==> src/rtl/gate_supervisor_regs.svh <==
// Register offsets, field positions and reset values of the gate supervisor.
`ifndef GATE_SUPERVISOR_REGS_SVH
`define GATE_SUPERVISOR_REGS_SVH
`define CHANNEL_COUNT 6
`define REG_COMMAND 4'h0
`define REG_STATUS 4'h4
`define REG_PACKETS 4'h8
`define CMD_ENABLE_LSB 0
`define CMD_RESET_BIT 8
`define STAT_FAULT_LSB 0
`define STAT_ENABLE_LSB 8
`define STAT_INDICATOR_BIT 16
`define ENABLE_RESET 6'h3F
`define RESP_OKAY 2'h0
`define RESP_SLVERR 2'h2
`endif

==> src/rtl/gate_supervisor_pkg.sv <==
// Types shared by the gate supervisor files.
package gate_supervisor_pkg;
	typedef logic [5:0] chan_t;
	typedef struct packed {
		logic reset_req;
		chan_t enable_req;
	} command_s;
	typedef struct packed {
		chan_t fault;
		chan_t enable;
	} status_s;
endpackage

==> src/rtl/gate_supervisor.sv <==
// Fault latch and output enable supervisor for six gate driver channels.
`timescale 1ns/1ps
`include "gate_supervisor_regs.svh"

// Notes on behaviour
// Any channel fault disables all channel enables.
// Fault bit set only on faulting channel.
// After fault, status shows all enables off.
// Fault stays latched until reset request.
// Host sends reset once, then clears it.
// Reset clears faults and re-enables all channels.
// Disabled channel holds both gate outputs low.
// Channels 1-3 first group, 4-6 second.
// Status shows enables exactly as host chose.
// Indicator toggles on every command packet.
// Fault still present at reset relatches.
module gate_supervisor
	import gate_supervisor_pkg::*;
(
	input wire logic aclk,
	input wire logic aresetn,
	input wire logic [3:0] s_axi_awaddr,
	input wire logic s_axi_awvalid,
	output logic s_axi_awready,
	input wire logic [31:0] s_axi_wdata,
	input wire logic [3:0] s_axi_wstrb,
	input wire logic s_axi_wvalid,
	output logic s_axi_wready,
	output logic [1:0] s_axi_bresp,
	output logic s_axi_bvalid,
	input wire logic s_axi_bready,
	input wire logic [3:0] s_axi_araddr,
	input wire logic s_axi_arvalid,
	output logic s_axi_arready,
	output logic [31:0] s_axi_rdata,
	output logic [1:0] s_axi_rresp,
	output logic s_axi_rvalid,
	input wire logic s_axi_rready,
	input wire logic [5:0] driver_fault,
	input wire logic [5:0] pwm_high_in,
	input wire logic [5:0] pwm_low_in,
	output logic [5:0] gate_high,
	output logic [5:0] gate_low,
	output logic [5:0] output_enable,
	output logic packet_indicator
);
	localparam int GROUP_SIZE = 3;

	function automatic logic addr_hit(input logic [3:0] a,
		input logic [3:0] off);
		addr_hit = (a[3:2] == off[3:2]);
	endfunction

	logic [5:0] fault_meta;
	logic [5:0] fault_sync;
	status_s state;
	status_s next_state;
	logic next_indicator;
	logic [15:0] packets;
	logic [15:0] next_packets;
	logic aw_held;
	logic w_held;
	logic [3:0] aw_addr;
	logic [31:0] w_data;
	logic [3:0] w_strb;
	logic next_aw_held;
	logic next_w_held;
	logic [3:0] next_aw_addr;
	logic [31:0] next_w_data;
	logic [3:0] next_w_strb;
	logic next_bvalid;
	logic [1:0] next_bresp;
	logic next_rvalid;
	logic [31:0] next_rdata;
	logic [1:0] next_rresp;
	logic wr_fire;
	logic cmd_write;
	command_s cmd;
	chan_t fault_now;

	always_ff @(posedge aclk) begin
		if (!aresetn) begin
			fault_meta <= 6'h00;
			fault_sync <= 6'h00;
		end else begin
			fault_meta <= driver_fault;
			fault_sync <= fault_meta;
		end
	end

	assign fault_now = fault_sync;

	always_comb begin
		next_aw_held = aw_held;
		next_aw_addr = aw_addr;
		next_w_held = w_held;
		next_w_data = w_data;
		next_w_strb = w_strb;
		next_bvalid = s_axi_bvalid;
		next_bresp = s_axi_bresp;
		wr_fire = 1'b0;
		if (s_axi_awvalid && s_axi_awready) begin
			next_aw_held = 1'b1;
			next_aw_addr = s_axi_awaddr;
		end
		if (s_axi_wvalid && s_axi_wready) begin
			next_w_held = 1'b1;
			next_w_data = s_axi_wdata;
			next_w_strb = s_axi_wstrb;
		end
		if (aw_held && w_held && !s_axi_bvalid) begin
			wr_fire = 1'b1;
			next_aw_held = 1'b0;
			next_w_held = 1'b0;
			next_bvalid = 1'b1;
			next_bresp = (addr_hit(aw_addr, `REG_COMMAND) ||
				addr_hit(aw_addr, `REG_STATUS) ||
				addr_hit(aw_addr, `REG_PACKETS)) ?
				`RESP_OKAY : `RESP_SLVERR;
		end
		if (s_axi_bvalid && s_axi_bready) begin
			next_bvalid = 1'b0;
		end
	end

	assign cmd_write = wr_fire && addr_hit(aw_addr, `REG_COMMAND);

	// A command packet writes the enable mask and the one-shot reset.
	always_comb begin
		cmd.enable_req = w_data[`CMD_ENABLE_LSB +: `CHANNEL_COUNT];
		cmd.reset_req = w_data[`CMD_RESET_BIT] & w_strb[1];
		if (!w_strb[0]) begin
			cmd.enable_req = state.enable;
		end
	end

	// A fault arriving with a reset wins, so the latch cannot miss it.
	always_comb begin
		next_state = state;
		next_indicator = packet_indicator;
		next_packets = packets;
		if (cmd_write) begin
			next_indicator = !packet_indicator;
			next_packets = packets + 16'h0001;
			if (cmd.reset_req) begin
				next_state.fault = 6'h00;
				next_state.enable = `ENABLE_RESET;
			end else if (state.fault == 6'h00) begin
				next_state.enable = cmd.enable_req;
			end
		end
		next_state.fault = next_state.fault | fault_now;
		if (next_state.fault != 6'h00) begin
			next_state.enable = 6'h00;
		end
	end

	always_ff @(posedge aclk) begin
		if (!aresetn) begin
			state.fault <= 6'h00;
			state.enable <= `ENABLE_RESET;
			packet_indicator <= 1'b0;
			packets <= 16'h0000;
			output_enable <= `ENABLE_RESET;
		end else begin
			state <= next_state;
			packet_indicator <= next_indicator;
			packets <= next_packets;
			output_enable <= next_state.enable;
		end
	end

	always_comb begin
		next_rvalid = s_axi_rvalid;
		next_rdata = s_axi_rdata;
		next_rresp = s_axi_rresp;
		if (s_axi_arvalid && s_axi_arready) begin
			next_rvalid = 1'b1;
			next_rresp = `RESP_OKAY;
			next_rdata = 32'h00000000;
			if (addr_hit(s_axi_araddr, `REG_COMMAND)) begin
				next_rdata[`CMD_ENABLE_LSB +: `CHANNEL_COUNT] = state.enable;
			end else if (addr_hit(s_axi_araddr, `REG_STATUS)) begin
				next_rdata[`STAT_FAULT_LSB +: `CHANNEL_COUNT] = state.fault;
				next_rdata[`STAT_ENABLE_LSB +: `CHANNEL_COUNT] = state.enable;
				next_rdata[`STAT_INDICATOR_BIT] = packet_indicator;
			end else if (addr_hit(s_axi_araddr, `REG_PACKETS)) begin
				next_rdata[15:0] = packets;
			end else begin
				next_rresp = `RESP_SLVERR;
			end
		end else if (s_axi_rvalid && s_axi_rready) begin
			next_rvalid = 1'b0;
		end
	end

	always_ff @(posedge aclk) begin
		if (!aresetn) begin
			aw_held <= 1'b0;
			w_held <= 1'b0;
			aw_addr <= 4'h0;
			w_data <= 32'h00000000;
			w_strb <= 4'h0;
			s_axi_bvalid <= 1'b0;
			s_axi_bresp <= `RESP_OKAY;
			s_axi_rvalid <= 1'b0;
			s_axi_rdata <= 32'h00000000;
			s_axi_rresp <= `RESP_OKAY;
			s_axi_awready <= 1'b0;
			s_axi_wready <= 1'b0;
			s_axi_arready <= 1'b0;
		end else begin
			aw_held <= next_aw_held;
			w_held <= next_w_held;
			aw_addr <= next_aw_addr;
			w_data <= next_w_data;
			w_strb <= next_w_strb;
			s_axi_bvalid <= next_bvalid;
			s_axi_bresp <= next_bresp;
			s_axi_rvalid <= next_rvalid;
			s_axi_rdata <= next_rdata;
			s_axi_rresp <= next_rresp;
			s_axi_awready <= !next_aw_held && !next_bvalid &&
				!(s_axi_awvalid && s_axi_awready);
			s_axi_wready <= !next_w_held && !next_bvalid &&
				!(s_axi_wvalid && s_axi_wready);
			s_axi_arready <= !next_rvalid &&
				!(s_axi_arvalid && s_axi_arready);
		end
	end

	pwm_gate_mask u_mask (
		.aclk(aclk),
		.aresetn(aresetn),
		.enable(state.enable),
		.pwm_high_in(pwm_high_in),
		.pwm_low_in(pwm_low_in),
		.gate_high(gate_high),
		.gate_low(gate_low)
	);

	property p_fault_kills_all;
		@(posedge aclk) disable iff (!aresetn)
		(fault_sync != 6'h00) |=> (output_enable == 6'h00);
	endproperty
	a_fault_kills_all: assert property (p_fault_kills_all)
		else $error("enables not cleared on fault");

	property p_fault_only_seen;
		@(posedge aclk) disable iff (!aresetn)
		(!cmd_write || !cmd.reset_req) |=>
		(state.fault == ($past(state.fault) | $past(fault_sync)));
	endproperty
	a_fault_only_seen: assert property (p_fault_only_seen)
		else $error("fault bits differ from detected faults");

	property p_status_off;
		@(posedge aclk) disable iff (!aresetn)
		(state.fault != 6'h00) |-> (state.enable == 6'h00);
	endproperty
	a_status_off: assert property (p_status_off)
		else $error("status shows enable while faulted");

	property p_latched;
		@(posedge aclk) disable iff (!aresetn)
		(state.fault != 6'h00 && !(cmd_write && cmd.reset_req)) |=>
		((state.fault & $past(state.fault)) == $past(state.fault));
	endproperty
	a_latched: assert property (p_latched)
		else $error("fault cleared without reset");

	property p_reset_clears;
		@(posedge aclk) disable iff (!aresetn)
		(cmd_write && cmd.reset_req && fault_sync == 6'h00) |=>
		(state.fault == 6'h00 && state.enable == 6'h3F);
	endproperty
	a_reset_clears: assert property (p_reset_clears)
		else $error("reset did not clear and re-enable");

	property p_enable_follows;
		@(posedge aclk) disable iff (!aresetn)
		(cmd_write && !cmd.reset_req && state.fault == 6'h00 &&
		fault_sync == 6'h00) |=> (state.enable == $past(cmd.enable_req));
	endproperty
	a_enable_follows: assert property (p_enable_follows)
		else $error("enable differs from command");

	property p_toggle;
		@(posedge aclk) disable iff (!aresetn)
		cmd_write |=> (packet_indicator != $past(packet_indicator));
	endproperty
	a_toggle: assert property (p_toggle)
		else $error("indicator did not toggle");

	property p_relatch;
		@(posedge aclk) disable iff (!aresetn)
		(cmd_write && cmd.reset_req && fault_sync != 6'h00) |=>
		(state.fault != 6'h00 && output_enable == 6'h00);
	endproperty
	a_relatch: assert property (p_relatch)
		else $error("fault not relatched at reset");

	property p_group_split;
		@(posedge aclk) disable iff (!aresetn)
		(cmd_write && !cmd.reset_req && state.fault == 6'h00 &&
		fault_sync == 6'h00 && cmd.enable_req == 6'h38) |=>
		(output_enable[GROUP_SIZE-1:0] == 3'h0 &&
		output_enable[5:GROUP_SIZE] == 3'h7);
	endproperty
	a_group_split: assert property (p_group_split)
		else $error("groups not independent");

	c_fault: cover property (@(posedge aclk) disable iff (!aresetn)
		fault_sync != 6'h00 ##1 state.fault != 6'h00);
	c_reset: cover property (@(posedge aclk) disable iff (!aresetn)
		cmd_write && cmd.reset_req && state.fault != 6'h00);
	c_group: cover property (@(posedge aclk) disable iff (!aresetn)
		output_enable == 6'h38);
endmodule // gate_supervisor

==> src/rtl/pwm_gate_mask.sv <==
// Gates the PWM drive of the six channels by their output enables.
`timescale 1ns/1ps
module pwm_gate_mask
	import gate_supervisor_pkg::*;
(
	input wire logic aclk,
	input wire logic aresetn,
	input wire chan_t enable,
	input wire logic [5:0] pwm_high_in,
	input wire logic [5:0] pwm_low_in,
	output logic [5:0] gate_high,
	output logic [5:0] gate_low
);
	logic [5:0] next_gate_high;
	logic [5:0] next_gate_low;

	always_comb begin
		next_gate_high = pwm_high_in & enable;
		next_gate_low = pwm_low_in & enable;
	end

	always_ff @(posedge aclk) begin
		if (!aresetn) begin
			gate_high <= 6'h00;
			gate_low <= 6'h00;
		end else begin
			gate_high <= next_gate_high;
			gate_low <= next_gate_low;
		end
	end

	property p_off_low;
		@(posedge aclk) disable iff (!aresetn)
		(enable == 6'h00) |=> (gate_high == 6'h00 && gate_low == 6'h00);
	endproperty
	a_off_low: assert property (p_off_low)
		else $error("disabled channel drives gate");
endmodule // pwm_gate_mask

==> config.mk <==
export PLATFORM = sky130hd
export DESIGN_NAME = gate_supervisor
export DESIGN_NICKNAME = d
export VERILOG_FILES = /design/src/rtl/gate_supervisor_pkg.sv /design/src/rtl/gate_supervisor.sv /design/src/rtl/pwm_gate_mask.sv
export VERILOG_INCLUDE_DIRS = /design/src /design/src/rtl
export SDC_FILE = /design/constraint.sdc
export NUM_CORES = 1
export LEC_CHECK = 0
export ABC_AREA = 1
export BUFFER_PORTS_ARGS = -buffer_cell sky130_fd_sc_hd__buf_2
export CORE_ASPECT_RATIO = 2
export CORE_MARGIN = 3
export CORE_UTILIZATION = 30
export DETAILED_ROUTE_END_ITERATION = 7
export MAX_ROUTING_LAYER = met4
export SLEW_MARGIN = 10
export SYNTH_ARGS = -nofsm -noshare
export SYNTH_HDL_FRONTEND = slang
export SYNTH_SLANG_ARGS = --single-unit
==> constraint.sdc <==
create_clock -name aclk -period 1.6 [get_ports aclk]
set_input_delay 0.16 -clock aclk [delete_from_list [all_inputs] [get_ports aclk]]
set_output_delay 0.16 -clock aclk [all_outputs]
set_load 0.02 [all_outputs]
# [Word-level counts from Yosys, hierarchy flattened]
# Index checks and enable logic that the tools add are counted.
[classes] n_mux=27 eq_ne=4 bitwise_logic=4 n_addsub=1 reduce_logical=32
[ops] cell="$mux 6" count=8
[ops] cell="$add 16x1->16 const B" count=1
[ops] cell="$mux 16" count=1
[ops] cell="$logic_and 1x1->1" count=13
[ops] cell="$and 6x6->6" count=2
[ops] cell="$mux 12" count=1
[ops] cell="$mux 2" count=6
[ops] cell="$mux 11" count=1
[ops] cell="$mux 1" count=10
[ops] cell="$logic_not 1->1" count=9
[ops] cell="$logic_not 6->1" count=1
[ops] cell="$or 6x6->6" count=1
[ops] cell="$reduce_bool 3->1" count=2
[ops] cell="$reduce_bool 6->1" count=1
[ops] cell="$eq 2x1->1 const B" count=2
[ops] cell="$eq 2x2->1 const B" count=2
[ops] cell="$logic_not 2->1" count=2
[ops] cell="$reduce_and 3->1" count=1
[ops] cell="$logic_or 1x1->1" count=2
[ops] cell="$reduce_bool 2->1" count=1
[ops] cell="$and 1x1->1" count=1
[word_totals] ff_bits=96 output_inout_bits=60 word_cells=89

# [Depth between registers and ports, before layout]
# Gate-level depths: netlist of run 1.
[depth] word_depth=9 mapped_depth=10 ltp_nobuf=10

# [Modules after synthesis]
# From an unflattened synthesis of run 1, not the netlist that was laid out.
[hier_totals] hier_cells=498 area_unflattened_um2=3712.3
[by_module_without_submodules] module="gate_supervisor" cells_per_inst=456 instances=1 area_per_inst_um2=3359.5
[by_module_without_submodules] module="pwm_gate_mask" cells_per_inst=42 instances=1 area_per_inst_um2=352.8

# [Worst setup path before layout of run 1]
# OpenSTA, ideal clock, no wires.
[synth_timing] path_type="reg-to-reg" start="register s_axi_bvalid" end="register, netlist name state[0]" period_less_slack_ps=1408 stages_incl_launch_ff=10 setup_time_ps=114 t_arrival_ps=1294 slack_ps=192 path_buffers=1 cell_sequence="dfxtp_1 -> nor2_8 -> nand3_4 -> nand2_1 -> nand2_2 -> nor2_4 -> and2_1 -> buf_4 -> nand4_1 -> nand2_1"
[synth_via] elab_chain_len=9 elab_cells_between_ends=12 classes_between="mux (3); bitwise (1); reduce/logical (8)"
[synth_lines] element="from (decl)" line="gate_supervisor.sv:30" text="output logic s_axi_bvalid,"
[synth_lines] element="from (signal assigned)" line="gate_supervisor.sv:218" text="s_axi_bvalid <= next_bvalid;"
[synth_lines] element="$logic_not 1->1 (*)" line="gate_supervisor.sv:111" text="if (aw_held && w_held && !s_axi_bvalid) begin"
[synth_lines] element="$logic_and 1x1->1 (*)" line="gate_supervisor.sv:111"
[synth_lines] element="$mux 1 (*)" line="gate_supervisor.sv:111"
[synth_lines] element="$logic_and 1x1->1 (*)" line="gate_supervisor.sv:126" text="assign cmd_write = wr_fire && addr_hit(aw_addr, `REG_COMMAND);"
[synth_lines] element="$mux 12" line="gate_supervisor.sv:142" text="if (cmd_write) begin"
[synth_lines] element="$or 6x6->6" line="gate_supervisor.sv:152" text="next_state.fault = next_state.fault | fault_now;"
[synth_lines] element="$reduce_bool 6->1" line="gate_supervisor.sv:153" text="if (next_state.fault != 6'h00) begin"
[synth_lines] element="$reduce_bool 3->1 (no line) / $reduce_bool 2->1 (equally long branches)"
[synth_lines] element="$reduce_and 3->1 (no line)"
# Every way passes the cells marked *; elsewhere a longest branch is shown, timed or not. The select of a mux whose other input is x is not followed.
# A chain may end at the register's enable or synchronous reset.

# [Final worst setup path of run 1]
[layout_timing] start="register aw_held" end="register packets[15]"
[layout_via] elab_chain_len=4
[layout_lines] element="from (decl)" line="gate_supervisor.sv:61" text="logic aw_held;"
[layout_lines] element="from (signal assigned)" line="gate_supervisor.sv:213" text="aw_held <= next_aw_held;"
[layout_lines] element="$logic_and 1x1->1 (2 in series)" line="gate_supervisor.sv:111"
[layout_lines] element="$mux 1" line="gate_supervisor.sv:111"
[layout_lines] element="$logic_and 1x1->1" line="gate_supervisor.sv:126"
[layout_lines] element="to (signal assigned)" line="gate_supervisor.sv:168" text="packets <= next_packets;"
[layout_lines] element="to (decl)" line="gate_supervisor.sv:59" text="logic [15:0] packets;"
# No other way between the ends.

==> flow_summary.yaml, run 1 <==
run_status:
  outcome: "finished clean"
global_route:
  antenna_found_initial: 0
  grt_usage_pct: 13.20
  grt_max_degree: 48
  overflow: 0
  grt_pass1_vias: 3153
  grt_pass1_wl_um: 14300
synth:
  synthSimpleGateAreaFrac_pct: 28.02
  synthXorXnorAreaFrac_pct: 0.4676
  syn_area_per_cell_um2: 7.740
  syn_area_um2: 3746
  synth_compound_area_share_pct: 10.75
  synthArstFlopShare_pct: 0
  synth_edf_count: 0
  synth_mux_area_share_pct: 0
  synth_flop_cell: "dfxtp_1"
  synth_cell_types: 38
  synth_top_family_by_area: "simple AND/OR/NAND/NOR gates"
  yosys_register_bits: 90
  synth-seq-area-share_pct: 48.10
  synthAdderAreaFrac_pct: 0.3340
  syn_inst: 484
  yosysWarningCount: 0
min_path:
  hold_depth: 3
  hp-start: "driver_fault[3]"
  min_to: "fault_meta[3]"
  hp-class: "input pin to flop"
drt:
  routed-via-count: 3270
  postRouteWirelength_um: 8706
  drt_iter0_markers: 140
  wl_per_cell_um: 12.07
  final_antenna_net_count: 0
  drc_errors: 0
  dr.pass1.iters: 5
  vias_per_cell: 4.535
cells_and_area:
  drive_above_1_share_pct: 24.56
  filler_cell_count: 1295
  final_cell_area_um2: 4626
  final_core_util_pct: 37.93
  n_antenna_cell: 0
  area_delta_synth_final_pct: 23.48
  num-nets-final: 639
flow_run:
  maxCapViolCount: 0
floorplan:
  dieArea_um2: 13950
  die_width_um: 85.02
  start_util_pct: 30.72
  num_rows: 57
  core_um2: 12200
  die_height_um: 164.0
  pin_count: 129
worst_setup_path:
  cp-start-kind: "flop"
  worst-endpoint-arrival_ns: 1.72
  reg2reg_to: "packets[15]"
  crit_path_end_kind: "flop"
  criticalPathCategory: "flop to flop"
  ff2ff_setup_slack_ns: 0.11
  rr_worst_depth: 9
  crit_path_max_fanout: 5
  r2r-start: "aw_held"
  required_ns: 1.84
placed_design:
  gp_congestion: 0.8497
  io_buffers: 80
  placed_cell_area_um2: 4249
  hpwl_um: 6733
power:
  p_clk_share_pct: 44.2
  power.internal_mw: 3.919
  irDropWorstVdd_mv: 0.6471
  total_power_mw: 5.226
  p_sw_share_pct: 25.02
  switchingPower_mw: 1.307
  seqPwrFrac_pct: 46.0
  p_per_area_nw_per_um2: 1130
  p_leak_nw: 2.147
  p_comb_share_pct: 9.8
timing:
  fmax_mhz: 673.4
  rsz0062_at_grt: "false"
  final_hold_viol_count: 0
  hold_ws_ns: 0.01205
  period_share_pct: 92.82
  slew_violations: 0
  finClkSkew_ns: 0.009164
  setup_tns_ns: 0
  fin_crit_ns: 1.485
  finalSetupViolations: 0
cts:
  cts_sinks: 90
  h-tree-depth: 3
  cts_buffer_depth: 2
  clkLatencyLatePin_ns: 0.34
  cts_root_buf: "clkbuf_16"
  cts_tree: "built"
  clk_pin_slew_ns: 0.07
  cts_buffers: 9
==> per-layer routing <==
layer | share of wire, % | track usage, %
met1 | 38 | 13.43
met2 | 53 | 22.88
met3 | 5.0 | 2.159
met4 | 4.0 | 8.862
met5 | 0 | -
==> power groups by stage <==
stage / Sequential, mW / Combinational [mW] / Clock (mW)
floorplan: 2.48 / 0.351 / 0
detailed placement: 2.46 / 0.508 / 0
global placement: 2.45 / 0.501 / 0
global route: 2.42 / 0.574 / 2.46
finish: 2.40 / 0.513 / 2.31
CTS: 2.41 / 0.517 / 2.38
==> synth_stat cells, types with 4 or more instances <==
cell | number | area share, %
a31oi_1 | 8 | 1.3
a21oi_1 | 34 | 4.5
o21ai_0 | 17 | 2.3
clkbuf_1 | 10 | 1.0
a41oi_1 | 4 | 0.94
dfxtp_1 | 90 | 48
inv_2 | 8 | 0.80
nor2_1 | 52 | 5.2
o21ai_1 | 8 | 1.1
nor2_4 | 5 | 1.5
buf_4 | 24 | 4.8
nand3_1 | 19 | 2.5
nand2_2 | 7 | 1.2
inv_1 | 49 | 4.9
nand2_1 | 109 | 11
nand4_1 | 9 | 1.5
==> registers in the layout, indices dropped and copies added (netlist names), 2 cells and up <==
name and count:
w_strb 2, state 12, aw_addr 2, u_mask.gate_high 6, u_mask.gate_low 6, fault_now 6, packets 16, s_axi_rdata 17
w_data 7, fault_meta 6
==> what timing repair did <==
action | 4_1_cts | 5_1_grt
setup buffers | 0 | 0
hold buffers | 4 | 0
setup endpoints to repair | 0 | 8
endpoints found under the hold margin | 4 | 0
gates resized for setup | 0 | 4
==> cells in the final DEF (no fill, tap or decap), types with 2 or more instances in the layout <==
cell,n
nand3_1,19
buf_2,80
nand2_4,2
nand3_4,2
nor2_8,2
a31oi_1,8
nor2_4,5
clkbuf_16,9
dlygate4sd3_1,4
inv_2,8
nor3_1,3
o21ai_0,17
buf_4,11
nand4_1,9
inv_6,3
bufinv_16,2
inv_1,49
nor4_1,2
conb_1,17
nor2_1,52
xor2_1,2
o21ai_1,8
a41oi_1,4
a21oi_1,34
nand2_2,8
nand2_1,108
dfxtp_1,89
==> logic make-up (layout without fill, tap and decap cells) <==
| logic type | after synthesis | after routing |
|---|---|---|
| and+or+nand+nor | 221 | 221 |
| buffers and inverters | 95 | 169 |
| DFF | 90 | 90 |
| AOI/OAI and AO/OA | 74 | 74 |
| xor gates and xnor gates | 2 | 2 |
| adders and majority gates | 1 | 1 |
| other | 1 | 17 |
==> stage by stage <==
stage               setup WS (ns)  cells
global route             0.007663    721
finish                     0.1149    721
floorplan                  0.1919    500
global placement           0.1200    701
detailed placement        0.06991    701
CTS                       0.04994    721
==> final cells by class <==
type | count | area, um2 | share of cell area [%]
clock inverters | 7 | 105.1 | 2.272
clock buffers | 9 | 225.2 | 4.869
well taps | 147 | 183.9 | 3.976
multi-input cells | 315 | 1551 | 33.54
flip-flops and latches | 90 | 1803 | 38.98
inverters | 57 | 214.0 | 4.625
repair buffers | 96 | 543.0 | 11.74
==> how the worst max path moves through the flow <==
stage	start	end	slack, ns	cells after the start
finish	aw_held	packets[15]	0.11	9
global route	aw_held	state[1]	0.008	9
CTS	w_held	state[3]	0.05	9
detailed placement	w_held	state[3]	0.07	9
global placement	aw_held	state[5]	0.12	9
floorplan	s_axi_bvalid	state[0]	0.19	9
==> critical path: stages, from the launching register on <==
cell and delay [ns]:
dfxtp_1 0.36, nand2_2 0.10, nor2_8 0.14, nand2_4 0.11
nor2_4 0.11, nand4_2 0.13, nor2_1 0.17, nand2_1 0.09
o21bai_1 0.13, nor2_1 0.05
(Power assumes the default switching activity.)
==> inputs of run 2 (changes only) <==
--- a/config.mk
+++ b/config.mk
@@ -13,6 +13,7 @@
 export CORE_UTILIZATION = 30
 export DETAILED_ROUTE_END_ITERATION = 7
 export MAX_ROUTING_LAYER = met4
+export PLACE_DENSITY = 0.51
 export SLEW_MARGIN = 10
 export SYNTH_ARGS = -nofsm -noshare
 export SYNTH_HDL_FRONTEND = slang
==> flow_summary.yaml, run 2 (same netlist as run 1, synthesis figures left out) <==
run_status:
  outcome: "finished clean"
drt:
  routed-via-count: 3244
  dr.pass1.iters: 4
  wl_per_cell_um: 12.54
  final_antenna_net_count: 0
  postRouteWirelength_um: 9120
  vias_per_cell: 4.462
  drc_errors: 0
  drt_iter0_markers: 166
cts:
  h-tree-depth: 3
  cts_root_buf: "clkbuf_16"
  clkLatencyLatePin_ns: 0.34
  clk_pin_slew_ns: 0.06
  cts_tree: "built"
  cts_buffer_depth: 2
  cts_sinks: 90
  cts_buffers: 9
floorplan:
  pin_count: 129
  die_width_um: 85.02
  dieArea_um2: 13950
  start_util_pct: 30.72
  core_um2: 12200
  num_rows: 57
  die_height_um: 164.0
timing:
  finalSetupViolations: 0
  finClkSkew_ns: 0.006842
  final.setup.worst_slack_ns: 0.1251
  fin_crit_ns: 1.475
  fmax_mhz: 678.0
  final_hold_viol_count: 0
  hold_ws_ns: 0.03467
  rsz0062_at_grt: "true"
  slew_violations: 0
  period_share_pct: 92.18
  setup_tns_ns: 0
cells_and_area:
  largest_reg_flops: 17
  final_common_cell: "nand2_1"
  num-nets-final: 645
  final_cell_area_um2: 4667
  area_delta_synth_final_pct: 24.58
  drive_above_1_share_pct: 25.69
  top_register: "s_axi_rdata"
  filler_cell_count: 1268
  final_cell_mix: "nand2_1 (107), dfxtp_1 (86), buf_2 (80), nor2_1 (52), inv_1 (49)"
  largestRegisters: "s_axi_rdata x17, packets x16, state x12"
  n_antenna_cell: 0
placed_design:
  placed_cell_area_um2: 4264
  gp_congestion: 0.8544
  pre_cts_slack_ns: 0.03908
  io_buffers: 80
  hpwl_um: 6914
power:
  seqPwrFrac_pct: 48.0
  switchingPower_mw: 1.273
  total_power_mw: 5.019
  p_sw_share_pct: 25.37
  p_clk_share_pct: 41.5
  p_per_area_nw_per_um2: 1076
  power.internal_mw: 3.746
  irDropWorstVdd_mv: 0.5002
  p_leak_nw: 2.157
  p_comb_share_pct: 10.5
worst_setup_path:
  cp-start-kind: "flop"
  slowest_delay_ns: 0.34
  worstPathCellList: "nand2_2, nor2_8, nand3_4, nand2_1, nand2_2, nor2_4, and2_4, nand4_1, nand2_1"
  critPathSlowestCell: "dfxtp_2"
  required_ns: 1.88
  crit_path_max_fanout: 6
  ff2ff_setup_slack_ns: 0.13
  crit_path_end_kind: "flop"
  criticalPathCategory: "flop to flop"
  worst-endpoint-arrival_ns: 1.76
  reg2reg_to: "state[1]"
  rr_worst_depth: 9
  r2r-start: "aw_held"
global_route:
  grt_pass1_vias: 3097
  grt_pass1_wl_um: 14850
  antenna_found_initial: 0
  overflow: 0
  grt_max_degree: 48
  grt_usage_pct: 13.97
min_path:
  min_to: "u_mask.gate_low[3]"
  hold_depth: 3
  hp-start: "pwm_low_in[3]"
  hp-class: "input pin to flop"
flow_run:
  maxCapViolCount: 0
## run 2: cell count changes in the layout (fill, tap and decap cells not counted), moves of 2 or more
| cell | before | now |
|---|---|---|
| buf_4 | 11 | 15 |
| dfxtp_1 | 89 | 86 |
| dfxtp_2 | 1 | 4 |
| inv_6 | 3 | 0 |
| clkinv_4 | 0 | 2 |
| dlygate4sd3_1 | 4 | 6 |
## run 2: worst max path at each step
| stage | start | endpoint | slack, ns | cells past startpoint |
|---|---|---|---|---|
| after floorplan | s_axi_bvalid | state[0] | 0.19 | 9 |
| after global placement | aw_held | state[5] | 0.09 | 9 |
| after detailed placement | aw_held | state[1] | 0.04 | 9 |
| after CTS | aw_held | state[1] | 0.03 | 9 |
| after global routing | aw_held | state[4] | -0.002 | 9 |
| final | aw_held | state[1] | 0.13 | 9 |
## run 2: timing repair
item                                   in CTS  in global routing
gates resized for setup                     0                 11
setup endpoints to repair                   0                 10
buffers inserted                            0                  2
endpoints found under the hold margin       6                  0
hold buffers                                6                  0
## run 2: metal layers
metal | up-vias | track usage [%] | routed length, um
met3 | 11 | 4.116 | 651
met4 | 0 | 5.403 | 137
met1 | 1450 | 14.21 | 3436
li1 | 1691 | - | -
met2 | 92 | 24.86 | 4894
met5 | - | - | 0
## run 2: stage by stage
stage,instances,utilization [%]
2_1_floorplan,500,-
3_3_place_gp,703,34.96
3_5_place_dp,703,34.96
4_1_cts,725,37.89
5_1_grt,727,38.27
6_report,727,38.27
## run 2: power by group through the flow
stage	clock network (mW)	registers, mW	logic (mW)
final	2.08	2.41	0.529
after global routing	2.26	2.42	0.591
after CTS	2.15	2.41	0.526
after detailed placement	0	2.46	0.513
after global placement	0	2.46	0.507
after floorplan	0	2.48	0.351
## run 2: worst max-delay path: cells and delay by family (launching register included)
| family | cells | cell delay [ns] |
|---|---|---|
| AND/OR/NAND/NOR | 9 | 1.08 |
| flip-flops | 1 | 0.34 |
## run 2: layout make-up
| class | instances | area, um2 | area share (%) |
|---|---|---|---|
| multi-input cells | 315 | 1573 | 33.70 |
| flip-flops and latches | 90 | 1807 | 38.71 |
| clock inverters | 6 | 67.56 | 1.448 |
| repair buffers | 102 | 593.1 | 12.71 |
| clock buffers | 10 | 229.0 | 4.906 |
| well taps | 147 | 183.9 | 3.941 |
| inverters | 57 | 214.0 | 4.584 |
